--- src/rtl/ofsr_pkg.sv ---
// Package: constants for the output fault and status reporting bank
// Behaviour
// - Injector, relay and lamp fault registers hold summary in bit 7 and open-load, overcurrent, overtemp, short-ground in bits 3..0, bits 6..4 zero.
// - Ignition and heater fault registers hold only summary, open-load and overcurrent; tacho drops short-ground but keeps overtemp.
// - Off-state open load is checked only while the output is commanded off, one comparator per output.
// - Pull-down sources are on after power-up and open-load detection works only while the source is on.
// - A disabled pull-down source forces its open-load flag to read zero.
// - A pull-down source turns off only in sleep or when disabled over the serial interface.
// - Open-load reports pass a filter delay between 100 and 450 us.
// - Chip-select rising edge restarts the fault timer; the comparator is accepted only after it expires, and from one cycle after reset.
// - A detected fault stays latched until the microcontroller reads it, or for open load until its pull-down source turns off, even after the condition clears.
// - In the low supply band commands still execute though status is not guaranteed.
package ofsr_pkg;
    // ****************************************************************
    // Register indices
    // ****************************************************************
    localparam logic [3:0] IDX_INJ_ONE = 4'h0;
    localparam logic [3:0] IDX_INJ_TWO = 4'h1;
    localparam logic [3:0] IDX_REL_ONE = 4'h2;
    localparam logic [3:0] IDX_REL_TWO = 4'h3;
    localparam logic [3:0] IDX_TACHO = 4'h4;
    localparam logic [3:0] IDX_LAMP = 4'h5;
    localparam logic [3:0] IDX_HEATER = 4'h7;
    localparam logic [3:0] IDX_SPARK_ONE = 4'h8;
    localparam logic [3:0] IDX_SPARK_TWO = 4'h9;
    localparam logic [3:0] IDX_WATCHDOG = 4'hA;
    localparam logic [3:0] IDX_SENSOR = 4'hB;
    localparam logic [3:0] IDX_SUPPLY = 4'hD;
    localparam logic [3:0] IDX_ON_OFF = 4'hE;
    localparam logic [3:0] IDX_MODEL = 4'hF;
    // ****************************************************************
    // Field positions and masks
    // ****************************************************************
    localparam int BIT_SUMMARY = 7;
    localparam int BIT_OPEN_LOAD = 3;
    localparam int BIT_OVERCURRENT = 2;
    localparam int BIT_OVERTEMP = 1;
    localparam int BIT_SHORT_GND = 0;
    localparam logic [3:0] MASK_FULL = 4'hF;
    localparam logic [3:0] MASK_TACHO = 4'hE;
    localparam logic [3:0] MASK_PRE = 4'hC;
    localparam logic [7:0] RESET_BYTE = 8'h00;
    // Model and revision codes, arbitrary values
    localparam logic [2:0] MODEL_CODE = 3'h1;
    localparam logic [4:0] REV_CODE = 5'h01;
    // ****************************************************************
    // Outputs and timing
    // ****************************************************************
    localparam int NUM_OUT = 9;
    localparam int CLK_MHZ = 250;
    localparam int FILT_MIN_US = 100;
    localparam int FILT_MAX_US = 450;
    localparam int FILT_CYCLES = ((FILT_MIN_US + FILT_MAX_US) / 2) * CLK_MHZ;
    localparam int TMR_W = 17;
    // Output order: injector_one injector_two relay_one relay_two tacho lamp heater spark1 spark2
    typedef enum logic [2:0] {
        OFSR_IDLE_T = 3'b001,
        OFSR_WAIT_T = 3'b010,
        OFSR_ARMED_T = 3'b100
    } ofsr_tmr_t;
endpackage

--- src/rtl/ofsr_bank.sv ---
// Module: output fault and status register bank
`timescale 1ns/1ps
module ofsr_bank
    import ofsr_pkg::*;
#(
    parameter int FILT_CNT = FILT_CYCLES
) (
    // Clock and reset
    input wire logic core_clk,
    input wire logic rst_n,
    // Serial frame
    input wire logic chip_select_n,
    input wire logic rd_strobe,
    input wire logic [3:0] rd_index,
    output logic [7:0] rd_data,
    // Output commands and pull-down control
    input wire logic [NUM_OUT-1:0] out_cmd_on,
    input wire logic [NUM_OUT-1:0] pulldown_dis,
    input wire logic sleep_mode,
    input wire logic self_test_wr,
    input wire logic self_test_val,
    output logic self_test_enable,
    output logic [NUM_OUT-1:0] pulldown_on,
    // Analog fault comparators
    input wire logic [NUM_OUT-1:0] open_load_cmp,
    input wire logic [NUM_OUT-1:0] overcurrent_in,
    input wire logic [NUM_OUT-1:0] overtemp_in,
    input wire logic [NUM_OUT-1:0] short_ground_in,
    // Other status sources
    input wire logic [7:0] watchdog_in,
    input wire logic [7:0] sensor_in,
    input wire logic [7:0] supply_in,
    input wire logic [7:0] on_off_in
);
    // ****************************************************************
    // Synchronisers
    // ****************************************************************
    logic [NUM_OUT-1:0] ol_s1_q, ol_s2_q;
    logic [NUM_OUT-1:0] oc_s1_q, oc_s2_q;
    logic [NUM_OUT-1:0] ot_s1_q, ot_s2_q;
    logic [NUM_OUT-1:0] sg_s1_q, sg_s2_q;
    logic cs_s1_q, cs_s2_q, cs_s3_q;
    always_ff @(posedge core_clk) begin
        ol_s1_q <= open_load_cmp;
        ol_s2_q <= ol_s1_q;
        oc_s1_q <= overcurrent_in;
        oc_s2_q <= oc_s1_q;
        ot_s1_q <= overtemp_in;
        ot_s2_q <= ot_s1_q;
        sg_s1_q <= short_ground_in;
        sg_s2_q <= sg_s1_q;
        cs_s1_q <= chip_select_n;
        cs_s2_q <= cs_s1_q;
        cs_s3_q <= cs_s2_q;
    end
    wire cs_rise = cs_s2_q & ~cs_s3_q;
    // ****************************************************************
    // Fault filter timer
    // ****************************************************************
    ofsr_tmr_t tmr_q, tmr_d;
    logic [TMR_W-1:0] cnt_q, cnt_d;
    always_comb begin
        tmr_d = tmr_q;
        cnt_d = cnt_q;
        case (tmr_q)
            OFSR_IDLE_T: begin
                tmr_d = OFSR_ARMED_T;
            end
            OFSR_WAIT_T: begin
                if (cnt_q == TMR_W'(FILT_CNT - 1)) begin
                    tmr_d = OFSR_ARMED_T;
                end else begin
                    cnt_d = cnt_q + TMR_W'(1);
                end
            end
            default: begin
                tmr_d = OFSR_ARMED_T;
            end
        endcase
        if (cs_rise) begin
            tmr_d = OFSR_WAIT_T;
            cnt_d = '0;
        end
    end
    always_ff @(posedge core_clk) begin
        if (!rst_n) begin
            tmr_q <= OFSR_IDLE_T;
            cnt_q <= '0;
        end else begin
            tmr_q <= tmr_d;
            cnt_q <= cnt_d;
        end
    end
    wire armed = (tmr_q == OFSR_ARMED_T);
    // ****************************************************************
    // Pull-down sources and self-test
    // ****************************************************************
    logic [NUM_OUT-1:0] pd_q;
    logic st_q;
    always_ff @(posedge core_clk) begin
        if (!rst_n) begin
            pd_q <= '1;
            st_q <= 1'b0;
        end else begin
            pd_q <= ~(pulldown_dis | {NUM_OUT{sleep_mode}});
            if (self_test_wr) begin
                st_q <= self_test_val;
            end
        end
    end
    assign pulldown_on = pd_q;
    assign self_test_enable = st_q;
    // ****************************************************************
    // Latched fault flags per output
    // ****************************************************************
    logic [NUM_OUT-1:0] ol_q, oc_q, ot_q, sg_q;
    // Output number served by a read index, NUM_OUT when none
    function automatic int idx_out(input logic [3:0] idx);
        if (idx <= IDX_LAMP) begin
            return int'(idx);
        end else if (idx >= IDX_HEATER && idx <= IDX_SPARK_TWO) begin
            return int'(idx) - 1;
        end else begin
            return NUM_OUT;
        end
    endfunction
    function automatic logic [3:0] out_mask(input int n);
        if (n == 4) begin
            return MASK_TACHO;
        end else if (n >= 6) begin
            return MASK_PRE;
        end else begin
            return MASK_FULL;
        end
    endfunction
    wire rd_go = rd_strobe;
    genvar g;
    generate
        for (g = 0; g < NUM_OUT; g++) begin : g_out
            wire [3:0] m = out_mask(g);
            // Off, source on, filter expired
            wire ol_ev = ol_s2_q[g] & ~out_cmd_on[g] & pd_q[g] & armed;
            wire clr = rd_go && (idx_out(rd_index) == g);
            always_ff @(posedge core_clk) begin
                if (!rst_n) begin
                    ol_q[g] <= 1'b0;
                    oc_q[g] <= 1'b0;
                    ot_q[g] <= 1'b0;
                    sg_q[g] <= 1'b0;
                end else begin
                    // Set wins over read clear
                    ol_q[g] <= m[BIT_OPEN_LOAD] & pd_q[g] & (ol_ev | (ol_q[g] & ~clr));
                    oc_q[g] <= m[BIT_OVERCURRENT] & (oc_s2_q[g] | (oc_q[g] & ~clr));
                    ot_q[g] <= m[BIT_OVERTEMP] & (ot_s2_q[g] | (ot_q[g] & ~clr));
                    sg_q[g] <= m[BIT_SHORT_GND] & (sg_s2_q[g] | (sg_q[g] & ~clr));
                end
            end
        end
    endgenerate
    // ****************************************************************
    // Read mux
    // ****************************************************************
    wire [31:0] sel = idx_out(rd_index);
    wire [3:0] sel_n = sel[3:0];
    wire sel_fault = (sel < NUM_OUT);
    wire [3:0] flags = sel_fault ?
        {ol_q[sel_n], oc_q[sel_n], ot_q[sel_n], sg_q[sel_n]} : 4'h0;
    wire [7:0] fault_byte = {|flags, 3'h0, flags};
    logic [7:0] mux;
    // Status still returned in low supply, unqualified
    always_comb begin
        if (sel_fault) begin
            mux = fault_byte;
        end else if (rd_index == IDX_WATCHDOG) begin
            mux = watchdog_in;
        end else if (rd_index == IDX_SENSOR) begin
            mux = sensor_in;
        end else if (rd_index == IDX_SUPPLY) begin
            mux = supply_in;
        end else if (rd_index == IDX_ON_OFF) begin
            mux = on_off_in;
        end else if (rd_index == IDX_MODEL) begin
            mux = {MODEL_CODE, REV_CODE};
        end else begin
            mux = RESET_BYTE;
        end
    end
    logic [7:0] rd_q;
    always_ff @(posedge core_clk) begin
        if (!rst_n) begin
            rd_q <= RESET_BYTE;
        end else if (rd_go) begin
            rd_q <= mux;
        end
    end
    assign rd_data = rd_q;
endmodule // ofsr_bank

--- config.mk ---
export PLATFORM = sky130hd
export DESIGN_NAME = ofsr_bank
export DESIGN_NICKNAME = d
export VERILOG_FILES = /design/src/rtl/ofsr_pkg.sv /design/src/rtl/ofsr_bank.sv
export SDC_FILE = /design/constraint.sdc
export NUM_CORES = 1
export LEC_CHECK = 0
export BUFFER_PORTS_ARGS = -buffer_cell sky130_fd_sc_hd__buf_2
export CORE_ASPECT_RATIO = 1.75
export CORE_MARGIN = 3
export CORE_UTILIZATION = 57
export CTS_BUF_LIST = sky130_fd_sc_hd__clkbuf_16
export CTS_CLUSTER_SIZE = 40
export DETAILED_ROUTE_END_ITERATION = 10
export PLACE_DENSITY = 0.85
export SYNTH_ARGS = -nofsm -noshare
export SYNTH_HDL_FRONTEND = slang
export SYNTH_SLANG_ARGS = --single-unit
--- constraint.sdc ---
create_clock -name core_clk -period 4.5 [get_ports core_clk]
set_clock_uncertainty 0.05 [all_clocks]
set_input_delay 0.225 -clock core_clk [delete_from_list [all_inputs] [get_ports core_clk]]
set_output_delay 0.225 -clock core_clk [all_outputs]
set_load 0.05 [all_outputs]
Yosys cells after proc, flatten, opt, wreduce, memory -nomap -nowiden
Index checks and enable logic that the tools add are counted.
{"block": "totals", "regBits": 130, "in_bits": 97, "output_inout_bits": 18, "wordCells": 223}
{"block": "op_classes", "add_sub_neg": 2, "magnitude_cmp": 5, "n_eq_ne": 18, "mux": 20, "n_bitwise": 118, "reduce_logical": 14}
{"op": "32-bit by 4-bit equality test with 1-bit output, second input constant", "n": 4}
{"op": "1-bit AND", "n": 66}
{"op": "32-bit by 3-bit equality test with 1-bit output, second input constant", "n": 2}
{"op": "32-bit two-way mux", "n": 2}
{"op": "8-bit two-way mux", "n": 5}
{"op": "32-bit by 2-bit equality test with 1-bit output, second input constant", "n": 1}
{"op": "32-bit by 5-bit equality test with 1-bit output, second input constant", "n": 1}
{"op": "32-bit logical NOT", "n": 1}
{"op": "32-bit by 4-bit less-than comparator with 1-bit output, second input constant", "n": 1}
{"op": "1-bit OR", "n": 29}
{"op": "1-bit inverter", "n": 21}
{"op": "4-bit equality test, second input constant", "n": 5}
{"op": "17-bit by 1-bit adder with 17-bit output, second input constant", "n": 1}
{"op": "17-bit equality test, second input constant", "n": 1}
{"op": "1-bit binary-select mux with 4-bit select", "n": 4}
{"op": "1-bit logical AND", "n": 10}
{"op": "9-bit inverter", "n": 1}
{"op": "9-bit OR", "n": 1}
{"op": "3-bit two-way mux", "n": 2}
{"op": "6-bit two-way mux", "n": 1}
{"op": "4-bit by 5-bit less-than comparator with 1-bit output, second input constant", "n": 1}
{"op": "4-bit by 1-bit subtractor with 5-bit output, second input constant", "n": 1}
{"op": "4-bit by 3-bit >= comparator with 1-bit output, second input constant", "n": 1}
{"op": "4-bit by 3-bit <= comparator with 1-bit output, second input constant", "n": 1}
{"op": "other kinds (11)", "n": 14}

Depth between registers and ports, before layout
Gate-level depths: netlist of run 1.
{"block": "depth", "word_depth": 10, "mapped_depth": 11, "mapped_depth_nobuf": 9}

Worst setup path after synthesis of run 1
No wires, ideal clock.
{"block": "synth_path", "path_type": "input to register", "start": "input rd_index[0]", "end": "register rd_q[7], in the netlist rd_data[7]", "setup_ns": 0.134, "arrival_time_ns": 2.129, "slack_ns": 2.187, "cell_stages": 9, "path_buffers": 0, "path_cell_list": "inv_1 -> ha_1 -> nand4bb_1 -> o32a_4 -> nand2_8 -> mux2_1 -> a221oi_2 -> nor4b_4 -> a31oi_1"}
{"block": "synth_via", "elab_chain_len": 9, "word_cells_on_any_way": 27, "cone_classes": "add/sub (1); order compare (4); eq/ne (4); mux (16); reduce/logical (2)"}
{"item": "start: declaration", "line_no": "ofsr_bank.sv:14", "text": "input wire logic [3:0] rd_index,"}
{"item": "parallel branches: the longest is 8 deep, another holds 32-bit by 4-bit less-than comparator with 1-bit output"}
{"item": "8-bit two-way mux *", "line_no": "ofsr_bank.sv:172", "text": "if (sel_fault) begin"}
{"item": "end signal: assignment", "line_no": "ofsr_bank.sv:193", "text": "rd_q <= mux;"}
{"item": "end: declaration", "line_no": "ofsr_bank.sv:188", "text": "logic [7:0] rd_q;"}
Every way passes the cells marked *. The select of a mux whose other input is x is not followed.
A chain may end at the register's enable or synchronous reset.

Worst setup path in the final report of run 1
{"block": "layout_path", "start": "input rd_index[1]", "end": "register rd_q[7], in the netlist rd_data[7]"}
The elaborated chain is that of the path after synthesis.

==> flow_summary.yaml, run 1 <==
run_status:
  status: "complete, no violations"
global_route:
  antenna_found_initial: 0
  grt-ovfl-total: 0
  grt_pass1_wl_um: 19300
  grt_usage_pct: 27.2
  grt_start_max_net_pins: 29
  grt_pass1_vias: 4289
worst_setup_path:
  critPathTopFamily: "compound AO/OA/AOI/OAI gates"
  crit_type: "in -> reg"
  cp_common_cell: "a211oi_1"
  end_kind: "register"
  path_cells: "buf_2 > inv_1 > ha_1 > nand4bb_1 > o22ai_1 > nor2_1 > a211oi_1 > a2111oi_1 > a211oi_1 > a31oi_1"
  worst-path-buf-inv: 2
  crit_arrival_ps: 3170
  r2r_slack_ps: 2290
  startpoint_type: "input pin"
  path_max_fanout: 23
  slowest_delay_ps: 660
  slowest_stage: "nor2_1"
  critical_path_required_ps: 4780
floorplanning:
  die_area_mm2: 0.00934
  fp.dieW_um: 74.4
  num_rows: 43
  start_util_pct: 58.5
  core_mm2: 0.00796
  io_pins: 115
  die_y_um: 126
clocking:
  cts_buffers: 17
  h-tree-depth: 4
  cts_sinks: 128
  tritoncts: "done"
  cts_root_buffer: "clkbuf_16"
  insertion_delay_ps: 410
  post-cts-setup-buffers: 0
  cts.clk_slew.worst_paths_ps: 50
  cts_buffer_depth: 2
pwr:
  p_per_area_mw_per_mm2: 440
  p_sw_share_pct: 23.9
  p_comb_share_pct: 10.1
  switching_power_mw: 0.642
  vdd_drop_max_v: 0.000382
  p_seq_share_pct: 45.3
  clkPwrFrac_pct: 44.6
  p_int_mw: 2.04
  p_leak_nw: 2.57
logic_synthesis:
  ys_warn_count: 0
  muxShareOfSynthArea_pct: 2.20
  synth_flop_cell: "dfxtp_1"
  synthDistinctLibCells: 65
  async_flop_share_pct: 0
  synth.cell_area_mm2: 0.00466
  synth-edff-count: 0
  synth_compound_area_share_pct: 16.5
  synth_top_family_by_area: "simple AND/OR/NAND/NOR gates"
  yosys.area_share.xor_xnor_pct: 2.63
  syn_inst: 474
  ys_ff_latch: 128
  synthAdderAreaFrac_pct: 1.61
  synth_nets: 577
  syn_area_per_cell_um2: 9.83
  synth_simple_gate_area_share_pct: 18.3
  synth_seq_area_share_pct: 55.0
timing:
  fin_crit_ps: 2880
  hold_viol_final: 0
  tightestPinTransition_ps: 1220
  setup_viol: 0
  fin_crit_sh_pct: 64.0
  max_freq_mhz: 347
  slew_violations: 0
  slew_headroom_pct: 18.3
  rsz0062_at_grt: "no"
  setup_tns_ps: 0
route:
  first_pass_iters: 5
  drc: 0
  wl_per_cell_um: 16.6
  via_count: 4026
  routed_wl_um: 12000
  drtIter0Drc: 343
  ant_nets: 0
  via_per_inst: 5.60
finish:
  area_delta_synth_final_pct: 30.9
  layout_commonest_cell: "dfxtp_1"
  drive_gt1_share_pct: 24.0
  num_antenna_cells: 0
  final_cell_mix: "dfxtp_1 (128), buf_2 (107), nor2_1 (54), nand2_1 (47), dlygate4sd3_1 (39)"
  nFillCells: 491
  num-nets-final: 720
  multi_input_comb_area_mm2: 0.00192
  fin_area_mm2: 0.00610
  final_core_util_pct: 76.6
  regArea_mm2: 0.00256
placed_design:
  gp_congestion: 0.857
  io_buffer_count: 107
  placed_cell_area_mm2: 0.00518
  hpwl_um: 7330
worst_hold_path:
  min_path_type: "in -> reg"
run:
  drv_cap: 0
final timing paths:
kind	start	endpoint	depth (start not counted)
worst min-delay path	self_test_val	self_test_enable$_SDFFE_PN0P_	3
worst max-delay path	rd_index[1]	rd_data[7]$_SDFFE_PN0P_	10
worst max register to register	cnt_q[1]$_SDFFE_PP0P_	cnt_q[16]$_SDFFE_PP0P_	9
worst min register to register	oc_s1_q[6]$_DFF_P_	oc_s2_q[6]$_DFF_P_	0
cells by family after synthesis:
| logic type | Yosys count |
|---|---|
| flip-flops | 128 |
| adder cells (fa/ha/maj) | 6 |
| buffers and inverters | 36 |
| AO/OA/AOI/OAI | 114 |
| multiplexers | 10 |
| AND/OR/NAND/NOR | 166 |
| XOR/XNOR | 14 |
worst reg2reg max path: cells and delay by family, from the launching register on:
kind          cells  cell delay, ps
buf+inv           1              60
fa+ha+maj         1             170
xor+xnor          1             160
flops             1             400
simple gates      6            1240
through the flow:
step	total power [mW]	hold slack [ps]	setup WS [ps]	cells
final	2.69	25.1	1620	719
after global routing	2.78	56.7	1360	719
after CTS	2.69	3.58	1690	719
after detailed placement	1.47	262	1270	649
after global placement	1.47	261	1430	649
after floorplan	1.40	203	2190	474
cell usage after synthesis, types with 4 or more instances:
cell type,n,area [um^2]
a211oi_1,4,30.0
a21oi_1,35,175
a22oi_1,8,60.1
a31oi_1,6,37.5
a32oi_1,7,61.3
buf_6,4,45.0
clkbuf_1,13,48.8
dfxtp_1,128,2560
ha_1,6,75.1
inv_1,13,48.8
mux2i_1,8,80.1
nand2_1,47,176
nand2b_1,7,43.8
nand3_1,11,55.1
nand4_1,9,56.3
nor2_1,54,203
nor3_1,4,20.0
o211ai_1,5,37.5
o21ai_0,28,140
xor2_1,11,96.3
repair_timing:
| item | in CTS | in global routing |
|---|---|---|
| endpoints found under the hold margin | 39 | 0 |
| setup endpoints to repair | 0 | 0 |
| resized for setup | 0 | 0 |
| hold buffers | 39 | 0 |
power by group through the flow:
stage / sequential, mW / combinational (mW) / clock (mW)
floorplan: 1.26 / 0.133 / 0
global placement: 1.23 / 0.231 / 0
detailed placement: 1.24 / 0.237 / 0
CTS: 1.21 / 0.267 / 1.21
global route: 1.22 / 0.296 / 1.27
finish: 1.22 / 0.272 / 1.20
layout make-up:
type	count	share of cell area, %
sequential	128	42.0
multi-input combinational	310	31.5
timing repair buffer	146	15.2
clock buffer	17	6.97
tap	90	1.85
clock inverter	14	1.68
inverter	14	0.861
registers in the layout, indices dropped and copies added (netlist names), 3 cells and up:
register / cells
tmr_q: 3
ot_s1_q: 6
ot_q: 6
oc_s1_q: 9
sg_s1_q: 5
ol_s2_q: 9
sg_q: 5
rd_data: 8
pulldown_on: 9
ol_q: 9
oc_q: 9
ol_s1_q: 9
ot_s2_q: 6
sg_s2_q: 5
cnt_q: 17
oc_s2_q: 9
routing by layer:
| metal | global-route usage [%] | part of all wire, % | vias up |
|---|---|---|---|
| met3 | 8.79 | 6.6 | 32 |
| met4 | 12.9 | 2.8 | 0 |
| met1 | 25.9 | 34 | 1867 |
| met5 | 0 | 0 | - |
| met2 | 50.1 | 56 | 177 |
| li1 | - | - | 1950 |
Power figures use the tool's default switching activity.
==> inputs of run 2 (changes only) <==
- CORE_UTILIZATION: 57 -> 52
- PLACE_DENSITY: 0.85 -> 0.78
- clock period: 4.5 -> 2.7 ns (I/O delays scaled with it)
==> flow_summary.yaml, run 2 (synthesis gave the netlist of run 1 again) <==
clocking:
  post-cts-setup-buffers: 0
  cts_root_buffer: "clkbuf_16"
  cts_sinks: 128
  cts_buffer_depth: 2
  cts_resized: 0
  insertion_delay_ps: 410
  tritoncts: "done"
  h-tree-depth: 4
  hold_buffers: 52
  cts.clk_slew.worst_paths_ps: 60
  cts_buffers: 17
worst_setup_path:
  startpoint_type: "input pin"
  crit_type: "in -> reg"
  r2r-end: "cnt_q[16]$_SDFFE_PP0P_"
  path_max_fanout: 13
  r2r_slack_ps: 580
  critPathTopFamily: "compound AO/OA/AOI/OAI gates"
  crit_arrival_ps: 2500
  critical_path_required_ps: 2920
  ff2ff_path_depth: 9
  path_cells: "buf_2 > inv_1 > ha_1 > nand4bb_1 > o32a_4 > nand2_8 > buf_4 > mux2i_1 > a2111oi_0 > a211oi_1 > a31oi_1"
  slowest_stage: "a211oi_1"
  worst-path-buf-inv: 3
  crit-reg2reg-launch: "cnt_q[1]$_SDFFE_PP0P_"
  end_kind: "register"
  slowest_delay_ps: 400
floorplanning:
  num_rows: 45
  fp.dieW_um: 77.6
  io_pins: 115
  core_mm2: 0.00873
  die_area_mm2: 0.0102
  start_util_pct: 53.4
  die_y_um: 131
route:
  top_layer: "met4"
  dr_wl_met2_um: 7150
  via_count: 4084
  via_per_inst: 5.32
  drtIter0Drc: 218
  first_pass_iters: 4
  ant_nets: 0
  drc: 0
  route.met3.wl_um: 669
  wl_met1_um: 4170
  wl_per_cell_um: 16.1
  routed_wl_um: 12400
timing:
  fin_crit_sh_pct: 84.6
  rsz0062_at_grt: "no"
  slew_violations: 0
  max_freq_mhz: 438
  setup_viol: 0
  hold_viol_final: 0
  fin_crit_ps: 2280
  tightestPinTransition_ps: 602
  setup_tns_ps: 0
  slew_headroom_pct: 59.7
  timing.hold.ws_ps: 25.5
global_route:
  grt_usage_pct: 25.4
  grt-ovfl-total: 0
  antenna_found_initial: 0
  grt_pass1_vias: 4382
  grt_pass1_wl_um: 20200
  grt_start_max_net_pins: 29
finish:
  area_delta_synth_final_pct: 37.0
  num_antenna_cells: 0
  largest_reg_flops: 17
  final_cell_mix: "dfxtp_1 (128), buf_2 (107), nor2_1 (54), dlygate4sd3_1 (52), nand2_1 (47)"
  drive_gt1_share_pct: 24.8
  regMostFlops: "cnt_q"
  layout_commonest_cell: "dfxtp_1"
  num-nets-final: 740
  fin_area_mm2: 0.00639
run_status:
  status: "complete, no violations"
pwr:
  p_per_area_mw_per_mm2: 749
  vdd_drop_max_v: 0.000778
  p_seq_share_pct: 42.4
  p_leak_nw: 2.67
  switching_power_mw: 1.14
  p_int_mw: 3.64
  p_comb_share_pct: 10.1
  p_sw_share_pct: 23.9
  clkPwrFrac_pct: 47.5
placed_design:
  placed_cell_area_mm2: 0.00527
  gp_congestion: 0.857
  hpwl_um: 7530
  io_buffer_count: 107
worst_hold_path:
  hold_path_startpoint: "out_cmd_on[0]"
  min_path_type: "in -> reg"
  min_path_cells: 4
  min_to: "ol_q[0]$_SDFF_PN0_"
run:
  drv_cap: 0
## run 2: cell count changes in the layout (fill, tap and decap cells not counted)
cell and delta:
dlygate4sd3_1 +13, buf_4 +7, bufinv_16 +2, clkinv_1 -2
clkinv_2 -2, clkinv_4 +1, clkinvlp_4 +1, inv_6 +1
## run 2: cell type report
type / count / area [um^2]
well taps: 117 / 146
fillers: 617 / 2340
clock inverters: 15 / 170
clock buffers: 17 / 425
multi-input cells: 310 / 1920
flip-flops and latches: 128 / 2560
inverters: 14 / 52.6
repair buffers: 166 / 1110
## run 2: routing by layer
layer	up-vias	global-route usage, %
li1	1994	-
met1	1925	23.8
met2	134	48.9
met3	31	7.06
met4	0	11.8
met5	-	0
## run 2: worst reg2reg max path: stages, from the launching register on
cell and delay, ps:
dfxtp_1 370, inv_1 60, ha_1 190, nor4bb_1 150
nand4_1 130, nand4_1 250, nor3_1 420, nand3_1 150
xor2_1 160, nor2_1 50
## run 2: through the flow
step	setup slack [ps]	util, %	total power [mW]	cells
global placement	135	60.4	2.46	683
floorplan	477	-	2.33	474
global route	262	73.2	4.95	767
detailed placement	42.6	60.4	2.47	683
CTS	463	73.2	4.78	767
finish	416	73.2	4.78	767
## run 2: power by group through the flow
stage / registers [mW] / logic [mW] / clock network, mW
6_report: 2.03 / 0.482 / 2.27
5_1_grt: 2.03 / 0.525 / 2.39
4_1_cts: 2.02 / 0.471 / 2.29
3_5_place_dp: 2.06 / 0.408 / 0
3_3_place_gp: 2.06 / 0.398 / 0
2_1_floorplan: 2.11 / 0.221 / 0
## run 2: worst max-delay path by stage
stage	from	to	slack, ps	cells after the start
after detailed placement	rd_index[0]	rd_data[3]$_SDFFE_PN0P_	40	11
after global placement	rd_index[0]	rd_data[3]$_SDFFE_PN0P_	140	11
final	rd_index[0]	rd_data[3]$_SDFFE_PN0P_	420	11
after global routing	rd_index[1]	rd_data[3]$_SDFFE_PN0P_	260	11
after CTS	rd_index[0]	rd_data[3]$_SDFFE_PN0P_	460	11
after floorplan	rd_index[0]	rd_data[7]$_SDFFE_PN0P_	480	9
